<file path="src/ppr_params.svh">
`ifndef PPR_PARAMS_SVH
`define PPR_PARAMS_SVH

// ----------------------------------------------------------------
// first level register indices (byte address = index * 4)
// ----------------------------------------------------------------
`define PPR_IDX_DATA   11'h000
`define PPR_IDX_DSR    11'h001
`define PPR_IDX_DCR    11'h002
`define PPR_IDX_EPPA   11'h003
`define PPR_IDX_EPPD0  11'h004
`define PPR_IDX_EPPD3  11'h007
`define PPR_IDX_FIFO   11'h400
`define PPR_IDX_CFGB   11'h401
`define PPR_IDX_ECR    11'h402
`define PPR_IDX_EIR    11'h403
`define PPR_IDX_EDR    11'h404
`define PPR_IDX_EAR    11'h405
`define PPR_IDX_SETUP  11'h410
`define PPR_IDX_IST    11'h411
`define PPR_IDX_IMSK   11'h412

// ----------------------------------------------------------------
// second level offsets
// ----------------------------------------------------------------
`define PPR_SL_CTRL0   3'h0
`define PPR_SL_CTRL2   3'h2
`define PPR_SL_CTRL4   3'h4
`define PPR_SL_CFG0    3'h5

// ----------------------------------------------------------------
// mode field codes
// ----------------------------------------------------------------
`define PPR_MODE_SPP   3'h0
`define PPR_MODE_BIDIR 3'h1
`define PPR_MODE_FIFO  3'h2
`define PPR_MODE_ECP   3'h3
`define PPR_MODE_EPP   3'h4
`define PPR_MODE_TEST  3'h6
`define PPR_MODE_CFG   3'h7

// ----------------------------------------------------------------
// field positions, reset values, fixed answers
// ----------------------------------------------------------------
`define PPR_DCR_DIR    5
`define PPR_DCR_IEN    4
`define PPR_CFG0_CNFA  7
`define PPR_SET_ALIGN  0
`define PPR_SET_EXTECP 1
`define PPR_IST_TMO    0
`define PPR_IST_ACK    1
`define PPR_RST_BYTE   8'h00
`define PPR_RST_ECR    6'h00
`define PPR_RST_2BIT   2'h0
`define PPR_RST_3BIT   3'h0
`define PPR_FILL       8'hFF
`define PPR_ZERO       8'h00

`endif

</file>
<file path="src/ppr_pkg.sv">
package ppr_pkg;

  typedef enum logic [2:0] {
    ST_IDLE = 3'b001,
    ST_XFER = 3'b010,
    ST_DONE = 3'b100
  } ppr_state_t;

  typedef enum logic [2:0] {
    XK_ECP_ADDRESS_FIFO = 3'h0,
    XK_COMPAT_FIFO = 3'h1,
    XK_ECP_DATA_FIFO = 3'h2,
    XK_TEST_FIFO = 3'h3,
    XK_EPPA  = 3'h4,
    XK_EPPD  = 3'h5
  } ppr_xkind_t;

  typedef enum logic [4:0] {
    SEL_NONE, SEL_DATA, SEL_ECP_ADDRESS_FIFO, SEL_DSR, SEL_DCR, SEL_EPPA, SEL_EPPD,
    SEL_COMPAT_FIFO, SEL_ECP_DATA_FIFO, SEL_TEST_FIFO, SEL_CFGA, SEL_CFGB, SEL_ECR, SEL_EIR,
    SEL_EDR, SEL_EAR, SEL_SETUP, SEL_IST, SEL_IMSK
  } ppr_sel_t;

  typedef struct packed {
    ppr_state_t state;
    logic [7:0] rdata;
    logic [7:0] data_latch;
    logic [7:0] port_line_control;
    logic [5:0] extended_control;
    logic [2:0] extended_index;
    logic [7:0] ctrl0;
    logic [7:0] ctrl2;
    logic [7:0] ctrl4;
    logic [7:0] cfg0;
    logic [1:0] setup;
    logic [1:0] ist;
    logic [1:0] imsk;
    logic       timeout;
    logic       ack_d;
    ppr_xkind_t xkind;
    logic       xwrite;
    logic [1:0] xport;
    logic [7:0] xwdata;
  } ppr_regs_t;

  typedef struct packed {
    logic busy;
    logic ack;
    logic pe;
    logic slct;
    logic err;
  } ppr_lines_t;

endpackage : ppr_pkg

</file>
<file path="src/ppr_top.sv">
// The implementer's own choice: the Avalon-MM slave port.
`timescale 1ns/1ns
`include "ppr_params.svh"

// Functional notes
// supports compatibility, bidirectional, FIFO, EPP, ECP modes; extended ECP optional.
// EPP and second-level registers reachable only with 8-byte aligned base.
// offset 000h is data latch in modes 000/001, address FIFO in 011.
// offset 400h: compat FIFO 010, ECP FIFO 011, test FIFO 110, config A 111.
// offsets 003h-007h are EPP address and data ports only in mode 100.
// index bits 2-0 pick second-level register 00h,02h,04h,05h through data register.
// status read-only; line states in bits 7-3, EPP timeout in bit 0.
// extended control: mode bits 7-5, DMA enable, service, full and empty flags.
// unselected or unaligned accesses ignore writes and read a fixed value.
module ppr_top
  import ppr_pkg::*;
(
  input  wire logic        clk_i,
  input  wire logic        resetn_i,
  input  wire logic [10:0] avs_address_i,
  input  wire logic        avs_read_i,
  input  wire logic        avs_write_i,
  input  wire logic [31:0] avs_writedata_i,
  input  wire logic [3:0]  avs_byteenable_i,
  output logic      [31:0] avs_readdata_o,
  output logic             avs_waitrequest_o,
  input  wire ppr_lines_t  lines_i,
  input  wire logic [7:0]  pd_i,
  output logic      [7:0]  pd_o,
  output logic             pd_oe_o,
  output logic      [3:0]  ctrl_lines_o,
  output logic             xfer_valid_o,
  output ppr_xkind_t       xfer_kind_o,
  output logic             xfer_write_o,
  output logic      [1:0]  xfer_port_o,
  output logic      [7:0]  xfer_wdata_o,
  input  wire logic        xfer_ready_i,
  input  wire logic [7:0]  xfer_rdata_i,
  input  wire logic        xfer_timeout_i,
  input  wire logic        fifo_full_i,
  input  wire logic        fifo_empty_i,
  input  wire logic        fifo_tag_i,
  output logic      [2:0]  mode_o,
  output logic             ext_ecp_o,
  output logic             dma_en_o,
  output logic             ecp_service_o,
  output logic      [7:0]  ctrl0_o,
  output logic      [7:0]  ctrl2_o,
  output logic      [7:0]  ctrl4_o,
  output logic      [7:0]  port_cfg_o,
  output logic             irq_o
);

  // ----------------------------------------------------------------
  // state
  // ----------------------------------------------------------------
  ppr_regs_t s_r;
  ppr_regs_t s_nxt;
  ppr_sel_t  sel;
  logic [2:0] mode;
  logic       aligned;
  logic       bus_req;
  logic [7:0] rd_val;
  logic [7:0] sl_rd;
  logic       ack_fall;

  // ----------------------------------------------------------------
  // read views and strobes
  // ----------------------------------------------------------------
  logic       dir_rev;
  logic       to_cable;
  logic       tmo_event;
  logic       wr_commit;
  logic [7:0] dsr_val;
  logic [7:0] dcr_val;
  logic [7:0] cfga_val;
  logic [7:0] cfgb_val;
  logic [7:0] ecr_val;
  logic [7:0] ear_val;
  logic [7:0] eir_val;
  logic [7:0] setup_val;
  logic [7:0] ist_val;
  logic [7:0] imsk_val;

  assign mode    = s_r.extended_control[5:3];
  assign aligned = s_r.setup[`PPR_SET_ALIGN];
  assign bus_req = avs_read_i | avs_write_i;
  assign dir_rev = (mode == `PPR_MODE_BIDIR) && s_r.port_line_control[`PPR_DCR_DIR];
  // a write with the low byte lane off is answered but changes no local register; fifo and EPP writes still go to the cable
  assign wr_commit = avs_write_i && avs_byteenable_i[0];

  // reserved bits read as zero so software can compare whole bytes
  assign dsr_val   = {lines_i.busy, lines_i.ack, lines_i.pe, lines_i.slct, lines_i.err,
                      2'h0, s_r.timeout};
  assign dcr_val   = {2'h0, s_r.port_line_control[5:0]};
  assign cfga_val  = {4'h0, s_r.cfg0[`PPR_CFG0_CNFA], 3'h0};
  assign cfgb_val  = {1'b0, irq_o, s_r.cfg0[5:3], 1'b0, s_r.cfg0[1:0]};
  assign ecr_val   = {s_r.extended_control, fifo_full_i, fifo_empty_i};
  assign ear_val   = {fifo_tag_i, 7'h00};
  assign eir_val   = {5'h00, s_r.extended_index};
  assign setup_val = {6'h00, s_r.setup};
  assign ist_val   = {6'h00, s_r.ist};
  assign imsk_val  = {6'h00, s_r.imsk};

  // ----------------------------------------------------------------
  // address decode
  // ----------------------------------------------------------------
  always_comb
  begin
    sel = SEL_NONE;
    if (avs_address_i == `PPR_IDX_DATA)
    begin
      if (mode == `PPR_MODE_SPP || mode == `PPR_MODE_BIDIR)
        sel = SEL_DATA;
      else if (mode == `PPR_MODE_ECP && avs_write_i)
        sel = SEL_ECP_ADDRESS_FIFO;
    end
    else if (avs_address_i == `PPR_IDX_DSR)
      sel = SEL_DSR;
    else if (avs_address_i == `PPR_IDX_DCR)
      sel = SEL_DCR;
    else if (avs_address_i == `PPR_IDX_EPPA)
    begin
      if (mode == `PPR_MODE_EPP && aligned)
        sel = SEL_EPPA;
    end
    else if (avs_address_i >= `PPR_IDX_EPPD0 && avs_address_i <= `PPR_IDX_EPPD3)
    begin
      if (mode == `PPR_MODE_EPP && aligned)
        sel = SEL_EPPD;
    end
    else if (avs_address_i == `PPR_IDX_FIFO)
    begin
      if (mode == `PPR_MODE_FIFO && avs_write_i)
        sel = SEL_COMPAT_FIFO;
      else if (mode == `PPR_MODE_ECP)
        sel = SEL_ECP_DATA_FIFO;
      else if (mode == `PPR_MODE_TEST)
        sel = SEL_TEST_FIFO;
      else if (mode == `PPR_MODE_CFG && avs_read_i)
        sel = SEL_CFGA;
    end
    else if (avs_address_i == `PPR_IDX_CFGB)
    begin
      if (mode == `PPR_MODE_CFG && avs_read_i)
        sel = SEL_CFGB;
    end
    else if (avs_address_i == `PPR_IDX_ECR)
      sel = SEL_ECR;
    else if (avs_address_i == `PPR_IDX_EIR)
    begin
      if (aligned)
        sel = SEL_EIR;
    end
    else if (avs_address_i == `PPR_IDX_EDR)
    begin
      if (aligned)
        sel = SEL_EDR;
    end
    else if (avs_address_i == `PPR_IDX_EAR)
      sel = SEL_EAR;
    else if (avs_address_i == `PPR_IDX_SETUP)
      sel = SEL_SETUP;
    else if (avs_address_i == `PPR_IDX_IST)
      sel = SEL_IST;
    else if (avs_address_i == `PPR_IDX_IMSK)
      sel = SEL_IMSK;
  end

  // ----------------------------------------------------------------
  // read mux
  // ----------------------------------------------------------------
  always_comb
  begin
    sl_rd = `PPR_FILL;
    if (s_r.extended_index == `PPR_SL_CTRL0)
      sl_rd = s_r.ctrl0;
    else if (s_r.extended_index == `PPR_SL_CTRL2)
      sl_rd = s_r.ctrl2;
    else if (s_r.extended_index == `PPR_SL_CTRL4)
      sl_rd = s_r.ctrl4;
    else if (s_r.extended_index == `PPR_SL_CFG0)
      sl_rd = s_r.cfg0;
  end

  always_comb
  begin
    rd_val = `PPR_FILL;
    case (sel)
      SEL_DATA:
        // reverse direction in bidirectional mode shows the cable
        rd_val = dir_rev ? pd_i : s_r.data_latch;
      SEL_DSR:   rd_val = dsr_val;
      SEL_DCR:   rd_val = dcr_val;
      SEL_CFGA:  rd_val = cfga_val;
      SEL_CFGB:  rd_val = cfgb_val;
      SEL_ECR:   rd_val = ecr_val;
      SEL_EIR:   rd_val = eir_val;
      SEL_EDR:   rd_val = sl_rd;
      SEL_EAR:   rd_val = ear_val;
      SEL_SETUP: rd_val = setup_val;
      SEL_IST:   rd_val = ist_val;
      SEL_IMSK:  rd_val = imsk_val;
      default:   rd_val = `PPR_FILL;
    endcase
  end

  // ----------------------------------------------------------------
  // next state
  // ----------------------------------------------------------------
  assign ack_fall = s_r.ack_d & ~lines_i.ack;
  // fifo and EPP traffic goes out to the cable engine, the rest is local
  assign to_cable  = (sel == SEL_ECP_ADDRESS_FIFO) || (sel == SEL_COMPAT_FIFO) || (sel == SEL_ECP_DATA_FIFO) ||
                     (sel == SEL_TEST_FIFO) || (sel == SEL_EPPA) || (sel == SEL_EPPD);
  // only EPP cycles carry a timeout; fifo kinds ignore the line
  assign tmo_event = (s_r.state == ST_XFER) && xfer_ready_i && xfer_timeout_i &&
                     ((s_r.xkind == XK_EPPA) || (s_r.xkind == XK_EPPD));

  always_comb
  begin
    s_nxt       = s_r;
    s_nxt.ack_d = lines_i.ack;
    case (s_r.state)
      ST_IDLE:
      begin
        if (bus_req)
        begin
          s_nxt.xwrite = avs_write_i;
          s_nxt.xwdata = avs_writedata_i[7:0];
          s_nxt.xport  = avs_address_i[1:0];
          s_nxt.rdata  = rd_val;
          if (to_cable)
          begin
            s_nxt.state = ST_XFER;
            if (sel == SEL_ECP_ADDRESS_FIFO)
              s_nxt.xkind = XK_ECP_ADDRESS_FIFO;
            else if (sel == SEL_COMPAT_FIFO)
              s_nxt.xkind = XK_COMPAT_FIFO;
            else if (sel == SEL_ECP_DATA_FIFO)
              s_nxt.xkind = XK_ECP_DATA_FIFO;
            else if (sel == SEL_TEST_FIFO)
              s_nxt.xkind = XK_TEST_FIFO;
            else if (sel == SEL_EPPA)
              s_nxt.xkind = XK_EPPA;
            else
              s_nxt.xkind = XK_EPPD;
          end
          else
          begin
            s_nxt.state = ST_DONE;
            // reading status acknowledges the timeout flag
            if (avs_read_i && sel == SEL_DSR)
              s_nxt.timeout = 1'b0;
          end
        end
      end
      ST_XFER:
      begin
        if (xfer_ready_i)
        begin
          s_nxt.rdata = s_r.xwrite ? `PPR_ZERO : xfer_rdata_i;
          s_nxt.state = ST_DONE;
        end
      end
      ST_DONE:
      begin
        s_nxt.state = ST_IDLE;
        if (wr_commit)
        begin
          if (sel == SEL_DATA)
            s_nxt.data_latch = avs_writedata_i[7:0];
          else if (sel == SEL_DCR)
            s_nxt.port_line_control = avs_writedata_i[7:0];
          else if (sel == SEL_ECR)
            s_nxt.extended_control = avs_writedata_i[7:2];
          else if (sel == SEL_EIR)
            s_nxt.extended_index = avs_writedata_i[2:0];
          else if (sel == SEL_EDR)
          begin
            if (s_r.extended_index == `PPR_SL_CTRL0)
              s_nxt.ctrl0 = avs_writedata_i[7:0];
            else if (s_r.extended_index == `PPR_SL_CTRL2)
              s_nxt.ctrl2 = avs_writedata_i[7:0];
            else if (s_r.extended_index == `PPR_SL_CTRL4)
              s_nxt.ctrl4 = avs_writedata_i[7:0];
            else if (s_r.extended_index == `PPR_SL_CFG0)
              s_nxt.cfg0 = avs_writedata_i[7:0];
          end
          else if (sel == SEL_SETUP)
            s_nxt.setup = avs_writedata_i[1:0];
          else if (sel == SEL_IST)
            s_nxt.ist = s_r.ist & ~avs_writedata_i[1:0];
          else if (sel == SEL_IMSK)
            s_nxt.imsk = avs_writedata_i[1:0];
        end
      end
      default:
        s_nxt.state = ST_IDLE;
    endcase

    // events land after the clears so a same-cycle event is never lost
    if (tmo_event)
    begin
      s_nxt.timeout            = 1'b1;
      s_nxt.ist[`PPR_IST_TMO]  = 1'b1;
    end
    if (ack_fall && s_r.port_line_control[`PPR_DCR_IEN])
      s_nxt.ist[`PPR_IST_ACK] = 1'b1;
  end

  // ----------------------------------------------------------------
  // registers
  // ----------------------------------------------------------------
  always_ff @(posedge clk_i or negedge resetn_i)
  begin
    if (!resetn_i)
    begin
      s_r.state      <= ST_IDLE;
      s_r.rdata      <= `PPR_RST_BYTE;
      s_r.data_latch <= `PPR_RST_BYTE;
      s_r.port_line_control        <= `PPR_RST_BYTE;
      s_r.extended_control        <= `PPR_RST_ECR;
      s_r.extended_index        <= `PPR_RST_3BIT;
      s_r.ctrl0      <= `PPR_RST_BYTE;
      s_r.ctrl2      <= `PPR_RST_BYTE;
      s_r.ctrl4      <= `PPR_RST_BYTE;
      s_r.cfg0       <= `PPR_RST_BYTE;
      s_r.setup      <= `PPR_RST_2BIT;
      s_r.ist        <= `PPR_RST_2BIT;
      s_r.imsk       <= `PPR_RST_2BIT;
      s_r.timeout    <= 1'b0;
      s_r.ack_d      <= 1'b1;
      s_r.xkind      <= XK_ECP_ADDRESS_FIFO;
      s_r.xwrite     <= 1'b0;
      s_r.xport      <= `PPR_RST_2BIT;
      s_r.xwdata     <= `PPR_RST_BYTE;
    end
    else
      s_r <= s_nxt;
  end

  // ----------------------------------------------------------------
  // outputs
  // ----------------------------------------------------------------
  // the slave answers in the second cycle of a local access; cable traffic adds the ready wait
  assign avs_waitrequest_o = bus_req && (s_r.state != ST_DONE);
  // readdata holds the last answer; it only means something while waitrequest is low
  assign avs_readdata_o    = {24'h000000, s_r.rdata};

  // data pins only turn round in bidirectional mode; compatibility mode always drives
  assign pd_o         = s_r.data_latch;
  assign pd_oe_o      = !dir_rev;
  assign ctrl_lines_o = s_r.port_line_control[3:0];

  assign xfer_valid_o = (s_r.state == ST_XFER);
  assign xfer_kind_o  = s_r.xkind;
  assign xfer_write_o = s_r.xwrite;
  assign xfer_port_o  = s_r.xport;
  assign xfer_wdata_o = s_r.xwdata;

  assign mode_o        = mode;
  assign ext_ecp_o     = s_r.setup[`PPR_SET_EXTECP] && (mode == `PPR_MODE_ECP);
  assign dma_en_o      = s_r.extended_control[1];
  assign ecp_service_o = s_r.extended_control[0];
  assign ctrl0_o       = s_r.ctrl0;
  assign ctrl2_o       = s_r.ctrl2;
  assign ctrl4_o       = s_r.ctrl4;
  assign port_cfg_o    = s_r.cfg0;
  assign irq_o         = |(s_r.ist & s_r.imsk);

endmodule : ppr_top

</file>
<file path="config.mk">
export PLATFORM = sky130hd
export DESIGN_NAME = ppr_top
export DESIGN_NICKNAME = d
export VERILOG_FILES = /design/src/ppr_pkg.sv /design/src/ppr_top.sv
export VERILOG_INCLUDE_DIRS = /design/src
export SDC_FILE = /design/constraint.sdc
export NUM_CORES = 1
export LEC_CHECK = 0
export BUFFER_PORTS_ARGS = -buffer_cell sky130_fd_sc_hd__buf_2
export CORE_MARGIN = 8
export CORE_UTILIZATION = 58
export CTS_BUF_LIST = sky130_fd_sc_hd__clkbuf_4
export CTS_CLUSTER_SIZE = 16
export DETAILED_ROUTE_END_ITERATION = 16
export PLACE_DENSITY = 0.95
export SKIP_LAST_GASP = 1
export SYNTH_ARGS = -nofsm -noshare
export SYNTH_HDL_FRONTEND = slang
export SYNTH_SLANG_ARGS = --single-unit
</file>
<file path="constraint.sdc">
create_clock -name clk_i -period 4.45 [get_ports clk_i]
set_input_delay 0 -clock clk_i [delete_from_list [all_inputs] [get_ports clk_i]]
set_output_delay 0 -clock clk_i [all_outputs]
set_load 0.01 [all_outputs]
</file>
==> parameters.txt, run 1 <==
Parameter                              Value

Route
  Routed WL    17900 microns
  Drt drc    0
  Post-route antenna net violation count    0
  Routed wire length per instance    22.6 microns
  Via total after detailed routing    4907
  Number of vias per cell after detailed routing    6.20
  First-pass DRT Iterations    6
  First-iteration detailed-routing DRC count    591

Pwr
  Areal power density over the cells    327 nW/um^2
  Static power due to leakage    3.07 nW
  Total power of the final layout    0.00203 W
  IR drop worst, VDD    0.000207 V

STA
  Worst slew pin tran    1120 ps
  Hold Vio Cnt, Final    0
  Summed negative setup slack over all endpoints    0 ps
  Worst hold-check slack    19.9 ps
  Part of the cycle the worst path needs    78.6%
  Final worst clock skew    10.7 ps
  Worst-case headroom to the max-slew limit    25.5%
  Number of max-slew violations in the final report    0
  Achievable frequency    286 MHz
  Total setup violations reported at the end of the flow    0
  Worst setup slack after layout    952 ps
  Final critical-path required period    3500 ps
  RSZ-0062 raised after global routing    false

Worst setup path
  Data arrival at the endpoint of the critical path    3830 ps
  Type of origin of the critical path    register
  Kind of critical path    register to register
  Maximum fanout along the worst path    12
  Crit path capture type    register
  Required time of the worst setup path    4790 ps

Yosys
  Warnings from Yosys    0
  Distinct cell type count after synthesis    73
  Avg Cell Area, Syn    9.73 sq um
  Xor and xnor area share after synthesis    0.152%
  Dominant cell by count in the synthesized netlist    sky130_fd_sc_hd__buf_4
  Cell type contributing the most total cell area after synthesis    sky130_fd_sc_hd__dfrtp_1
  Commonest register cell after synthesis    sky130_fd_sc_hd__dfrtp_1
  Compound-Gate Fraction of Synth Area    13.9%
  Synth Area in Simple Gates    17.9%
  Post-Syn Instances    592
  Share of Yosys cell area claimed by the top area cell type    37.4%
  Main combinational cell family by area after synthesis    simple AND/OR/NAND/NOR gates
  Synthesized cell area    5760 sq um
  Share of synthesized cell area in full adder, half adder and majority cells    0%
  Mux share of post-synthesis cell area    15.4%
  Sequential element share of the synthesized area    38.3%
  Proportion of synthesized flip-flops having asynchronous set or reset    100%
  Dominant cells by area after synthesis    sky130_fd_sc_hd__dfrtp_1 (37%), sky130_fd_sc_hd__buf_4 (12%), sky130_fd_sc_hd__mux2_2 (11%)
  Flip-flop and latch count after synthesis    88
  Most numerous cell types in the synthesized netlist    sky130_fd_sc_hd__buf_4 (94), sky130_fd_sc_hd__dfrtp_1 (86), sky130_fd_sc_hd__nand2_1 (60)
  Post-synth EDFFs    0

Clock network
  Count of clock tree sinks    88
  Number of buffers created by CTS    9
  Clock Tree Root    sky130_fd_sc_hd__clkbuf_4
  Clock transition at the registers of the reported paths    140 ps
  CTS max path bufs    2
  Clock tree from TritonCTS    built
  Clk Latency, worst-skew pair    440 ps
  Number of gates resized after CTS    0
  H-tree Lvls    3

Layout
  Growth of design area from synthesis to finish    7.67%
  Fraction of layout cells with a size suffix above 1    34.8%
  Nets@finish    731
  Share of the core filled with cells    63.7%
  # diodes    0
  Filler cell count in the final layout    805

Floorplan
  Full die area    13400 sq um
  Number of rows in the core area    36
  Core region area    9730 sq um
  Vert. Die Dim    116 microns
  Die span in x    116 microns
  IO Pins    177
  Starting density of the core    59.2%

Global routing
  Aggregate global routing overflow    0
  Pin count of the biggest net entering global routing    89
  Number of global-route vias before repair    5124
  Antenna violations before repair    0
  GRT Resource Usage Total    26.5%
  First-pass GRT wire length    27400 microns

Place
  Number of buffers inserted by port buffering    125
  Post-detail-place hpwl    13100 microns
  Weighted congestion reported at the end of routability-driven placement    0.919
  Worst setup slack after placement    1040 ps

Min path
  Path class of the lowest-slack min-delay path    primary input to register

Job
  Max-cap violations    0

Run status
  Outcome    finished, final reports clean
==> stage by stage <==
stage	cell area, sq um	std cells
6_report	6200	791
3_3_place_gp	5870	759
4_1_cts	6200	791
5_1_grt	6200	791
2_1_floorplan	5850	615
3_5_place_dp	5870	759
==> layout by cell type (no fill, tap or decap), types with 6 or more instances in the layout <==
| cell type | instances |
|---|---|
| sky130_fd_sc_hd__o21ai_0 | 23 |
| sky130_fd_sc_hd__conb_1 | 24 |
| sky130_fd_sc_hd__a211oi_1 | 7 |
| sky130_fd_sc_hd__buf_2 | 124 |
| sky130_fd_sc_hd__mux2_4 | 8 |
| sky130_fd_sc_hd__dlygate4sd3_1 | 17 |
| sky130_fd_sc_hd__nand2b_1 | 11 |
| sky130_fd_sc_hd__dfrtp_1 | 86 |
| sky130_fd_sc_hd__o22a_1 | 6 |
| sky130_fd_sc_hd__a22oi_1 | 6 |
| sky130_fd_sc_hd__nand2_1 | 60 |
| sky130_fd_sc_hd__o22ai_1 | 7 |
| sky130_fd_sc_hd__nor3_1 | 12 |
| sky130_fd_sc_hd__mux2_2 | 55 |
| sky130_fd_sc_hd__nor2b_1 | 7 |
| sky130_fd_sc_hd__and3_1 | 9 |
| sky130_fd_sc_hd__mux2i_1 | 8 |
| sky130_fd_sc_hd__mux2_1 | 6 |
| sky130_fd_sc_hd__clkbuf_4 | 9 |
| sky130_fd_sc_hd__nor2_1 | 27 |
| sky130_fd_sc_hd__buf_4 | 6 |
| sky130_fd_sc_hd__nor3b_1 | 6 |
| sky130_fd_sc_hd__a21oi_1 | 17 |
| sky130_fd_sc_hd__nand3_1 | 17 |
| sky130_fd_sc_hd__a31oi_1 | 6 |
==> where the power goes <==
part	switching (W)	total, W	internal [W]
combinational	0.000355	0.000563	0.000208
sequential	0.0000578	0.000946	0.000888
clock	0.000289	0.000519	0.000230
total	0.000702	0.00203	0.00133
==> worst max-delay path: stages, from the launching register on <==
cell	delay [ps]
sky130_fd_sc_hd__dfrtp_1	630
sky130_fd_sc_hd__or3b_2	480
sky130_fd_sc_hd__o221ai_1	220
sky130_fd_sc_hd__a21oi_2	130
sky130_fd_sc_hd__o21a_1	320
sky130_fd_sc_hd__or3_4	440
sky130_fd_sc_hd__o21ai_2	280
sky130_fd_sc_hd__or3_1	530
sky130_fd_sc_hd__mux2_4	350
==> final cells by class <==
type                    instances  area (sq um)  share of cell area [%]
repair buffers                147           836                    13.5
flip-flops and latches         88          2200                    35.6
clock inverters                 6          93.8                    1.51
multi-input cells             403          2810                    45.4
well taps                     133           166                    2.68
inverters                       5          18.8                   0.303
clock buffers                   9          67.6                    1.09
==> sequential cells by signal, indices dropped and copies added (netlist names), 2 cells and up <==
name / count
avs_readdata_o: 8
ctrl0_o: 8
ctrl2_o: 8
ctrl4_o: 8
pd_o: 8
port_cfg_o: 8
xfer_wdata_o: 8
s_r: 5
ctrl_lines_o: 4
eir_val: 3
mode_o: 3
xfer_kind_o: 3
dcr_val: 2
imsk_val: 2
ist_val: 2
xfer_port_o: 2
==> kinds of logic after synthesis <==
family                 after synthesis
flip-flops                          88
AO/OA/AOI/OAI                      113
other                                1
multiplexers                        77
AND/OR/NAND/NOR                    188
XOR/XNOR                             1
buffers and inverters              124
==> final timing paths <==
kind | startpoint | endpoint | slack (ps) | depth (start not counted)
min in group asynchronous | resetn_i | xfer_kind_o[2] | 300 | 2
worst min-delay path | xfer_rdata_i[3] | avs_readdata_o[3] | 20 | 5
max in group asynchronous | resetn_i | ist_val[1] | 3440 | 2
worst max-delay path | mode_o[1] | ctrl4_o[1] | 950 | 8
worst min register to register | xfer_wdata_o[4] | xfer_wdata_o[4] | 490 | 2
worst max register to register | mode_o[1] | ctrl4_o[1] | 950 | 8
==> layer usage <==
metal	global-route usage [%]	share of wire, %
met1	31.6	38
met2	44.2	49
met3	7.09	9.4
met4	11.2	3.7
met5	0	0
==> what timing repair did <==
item	in CTS	in global routing
setup endpoints to repair	0	0
hold buffers	17	0
setup buffers	0	0
hold endpoints to repair	145	0
Note: power is estimated with default switching activity, not from simulation.
==> run 2, diff against run 1 <==
--- a/config.mk
+++ b/config.mk
@@ -6,13 +6,14 @@
 export SDC_FILE = /design/constraint.sdc
 export NUM_CORES = 1
 export LEC_CHECK = 0
+export ABC_AREA = 1
 export BUFFER_PORTS_ARGS = -buffer_cell sky130_fd_sc_hd__buf_2
 export CORE_MARGIN = 8
-export CORE_UTILIZATION = 58
+export CORE_UTILIZATION = 54
 export CTS_BUF_LIST = sky130_fd_sc_hd__clkbuf_4
 export CTS_CLUSTER_SIZE = 16
 export DETAILED_ROUTE_END_ITERATION = 16
-export PLACE_DENSITY = 0.95
+export PLACE_DENSITY = 0.91
 export SKIP_LAST_GASP = 1
 export SYNTH_ARGS = -nofsm -noshare
 export SYNTH_HDL_FRONTEND = slang
==> constraint.sdc (replaced) <==
create_clock -name clk_i -period 3.3 [get_ports clk_i]
set_input_delay 0 -clock clk_i [delete_from_list [all_inputs] [get_ports clk_i]]
set_output_delay 0 -clock clk_i [all_outputs]
set_load 0.01 [all_outputs]
==> parameters.txt, run 2 <==
Parameter                              Value

Run status
  Outcome    finished, final reports clean

Floorplan
  IO Pins    177
  Core region area    10700 sq um
  Starting density of the core    54.9%
  Full die area    14500 sq um
  Die span in x    121 microns
  Vert. Die Dim    121 microns
  Number of rows in the core area    38

Pwr
  Sw frac    32.7%
  Static power due to leakage    3.38 nW
  IR drop worst, VDD    0.000228 V
  Sequential group share of total power    49.6%
  Share of total power in combinational logic    20.7%
  Design internal power    0.00166 W
  Net Sw Power    0.000803 W
  Clock power share    29.7%
  Areal power density over the cells    378 nW/um^2

Yosys
  Share of Yosys cell area claimed by the top area cell type    36.5%
  Sequential element share of the synthesized area    37.4%
  Synthesized cell area    5900 sq um
  Most numerous cell types in the synthesized netlist    sky130_fd_sc_hd__nand2_1 (179), sky130_fd_sc_hd__buf_4 (94), sky130_fd_sc_hd__dfrtp_1 (86)
  Post-Syn Instances    796
  Cell type contributing the most total cell area after synthesis    sky130_fd_sc_hd__dfrtp_1
  Post-synth EDFFs    0
  Dominant cells by area after synthesis    sky130_fd_sc_hd__dfrtp_1 (36%), sky130_fd_sc_hd__buf_4 (12%), sky130_fd_sc_hd__nand2_1 (11%)
  Dominant cell by count in the synthesized netlist    sky130_fd_sc_hd__nand2_1
  Commonest register cell after synthesis    sky130_fd_sc_hd__dfrtp_1
  Avg Cell Area, Syn    7.41 sq um
  Flip-flop and latch count after synthesis    88
  Distinct cell type count after synthesis    44
  Warnings from Yosys    0
  Proportion of synthesized flip-flops having asynchronous set or reset    100%

Layout
  # diodes    0
  Most common library cell in the layout ignoring fill and taps    sky130_fd_sc_hd__nand2_1
  Fraction of layout cells with a size suffix above 1    24.8%
  Growth of design area from synthesis to finish    10.3%
  Nets@finish    960
  Commonest cells after routing, fill and taps aside    sky130_fd_sc_hd__nand2_1 (179), sky130_fd_sc_hd__buf_2 (124), sky130_fd_sc_hd__dfrtp_1 (83)
  Finished layout cell area    6510 sq um
  Share of the core filled with cells    60.6%

Worst setup path
  Crit path capture type    register
  Required time of the worst setup path    3720 ps
  Worst reg2reg path startpoint    mode_o[1]
  Data arrival at the endpoint of the critical path    3530 ps
  Launching element of the worst setup path    avs_address_i[1]
  Maximum fanout along the worst path    11
  Kind of critical path    primary input to register
  Worst reg2reg endpoint    avs_readdata_o[7]
  Type of origin of the critical path    primary input
  Setup crit end    avs_readdata_o[7]
  Worst r2r path cells    11
  Setup slack on the worst flop-to-flop path    220 ps

Clock network
  H-tree Lvls    3
  Clock tree from TritonCTS    built
  Clk Latency, worst-skew pair    460 ps
  CTS max path bufs    2
  Clock Tree Root    sky130_fd_sc_hd__clkbuf_4
  Clock transition at the registers of the reported paths    160 ps
  Count of clock tree sinks    88
  Number of buffers created by CTS    9

Route
  Post-route antenna net violation count    0
  First-iteration detailed-routing DRC count    570
  Number of vias per cell after detailed routing    5.63
  Drt drc    0
  Routed WL    18600 microns
  Routed wire length per instance    18.1 microns
  Via total after detailed routing    5792
  First-pass DRT Iterations    8

STA
  Total setup violations reported at the end of the flow    0
  RSZ-0062 raised after global routing    false
  Final worst clock skew    14.3 ps
  Final critical-path required period    3110 ps
  Worst-case headroom to the max-slew limit    32.8%
  Part of the cycle the worst path needs    94.2%
  Summed negative setup slack over all endpoints    0 ps
  Achievable frequency    322 MHz
  Hold Vio Cnt, Final    0
  Worst slew pin tran    995 ps
  Number of max-slew violations in the final report    0

Global routing
  GRT Resource Usage Total    25.7%
  Antenna violations before repair    0
  First-pass GRT wire length    29600 microns
  Pin count of the biggest net entering global routing    68
  Aggregate global routing overflow    0
  Number of global-route vias before repair    5593

Min path
  Path class of the lowest-slack min-delay path    primary input to register

Place
  Number of buffers inserted by port buffering    125
  Weighted congestion reported at the end of routability-driven placement    0.936
  Standard cell area after detailed placement    6060 sq um
  Post-detail-place hpwl    13600 microns

Job
  Max-cap violations    0
-- run 2: changes by cell type after synthesis, sizes merged, moves of 7 or more --
cell / change
mux2: -69
nand2b: -11
clkbuf: -12
nand3: +24
a21oi: +17
inv: +72
nor2: +64
nand4: +13
nor3: +8
nand2: +138
o22ai: +7
and3: -9
o21ai: +46
nor2b: -7
-- run 2: worst min-delay path by stage --
stage / slack [ps] / from / depth (start not counted) / end
after detailed placement: 130 / lines_i[3] / 1 / s_r[14]
after global routing: 40 / avs_read_i / 4 / s_r[87]
after floorplan: -300 / resetn_i / 0 / aligned
final: 9 / avs_read_i / 4 / s_r[87]
after global placement: 130 / lines_i[3] / 1 / s_r[14]
after CTS: 3 / avs_read_i / 4 / s_r[87]
-- run 2: per-layer routing --
metal | GRT usage (%) | routed length [microns]
met5 | 0 | 0
met3 | 5.45 | 1570
met4 | 12.6 | 906
met1 | 32.8 | 7380
met2 | 40.7 | 8780
-- run 2: power by group through the flow --
| stage | clock network, W | registers [W] | logic [W] |
|---|---|---|---|
| global route | 0.000784 | 0.00123 | 0.000568 |
| finish | 0.000731 | 0.00122 | 0.000509 |
| global placement | 0 | 0.00124 | 0.000476 |
| floorplan | 0 | 0.00123 | 0.000379 |
| detailed placement | 0 | 0.00124 | 0.000486 |
| CTS | 0.000732 | 0.00122 | 0.000509 |
-- run 2: area by class of cell --
type / instances / area (sq um)
clock buffer: 9 / 67.6
clock inverter: 7 / 101
fill: 974 / 4230
multi-input combinational: 545 / 2710
inverter: 82 / 317
timing repair buffer: 157 / 933
sequential: 88 / 2210
tap: 140 / 175
-- run 2: logic make-up after synthesis --
group	after synthesis	share of synthesized area, %
simple gates	382	30.6
buf+inv	186	18.3
compound gates	136	13.2
flops	88	37.4
mux	3	0.509
other cells	1	0.0636
-- run 2: per-stage QoR --
step,hold WS (ps),setup WS (ps),power (W),instances
floorplan,-296,1200,0.00161,819
finish,8.98,191,0.00246,1028
global placement,129,744,0.00171,984
global route,39.8,8.03,0.00259,1028
detailed placement,129,683,0.00173,984
CTS,3.27,211,0.00246,1026
-- run 2: repair_timing --
action / CTS / global route
hold buffers: 26 / 0
resized for setup: 0 / 5
buffers inserted: 0 / 2
endpoints found under the setup margin: 0 / 2
endpoints found under the hold margin: 103 / 0
-- run 2: critical path: stages --
cell	delay, ps
sky130_fd_sc_hd__dlygate4sd3_1	530
sky130_fd_sc_hd__buf_2	160
sky130_fd_sc_hd__nor2_2	190
sky130_fd_sc_hd__nand2_1	100
sky130_fd_sc_hd__nor2_1	130
sky130_fd_sc_hd__nand3_1	360
sky130_fd_sc_hd__o311ai_0	980
sky130_fd_sc_hd__a211oi_1	130
sky130_fd_sc_hd__nand2_1	170
sky130_fd_sc_hd__nand2_1	60
sky130_fd_sc_hd__a21oi_1	150
sky130_fd_sc_hd__dlygate4sd3_1	560
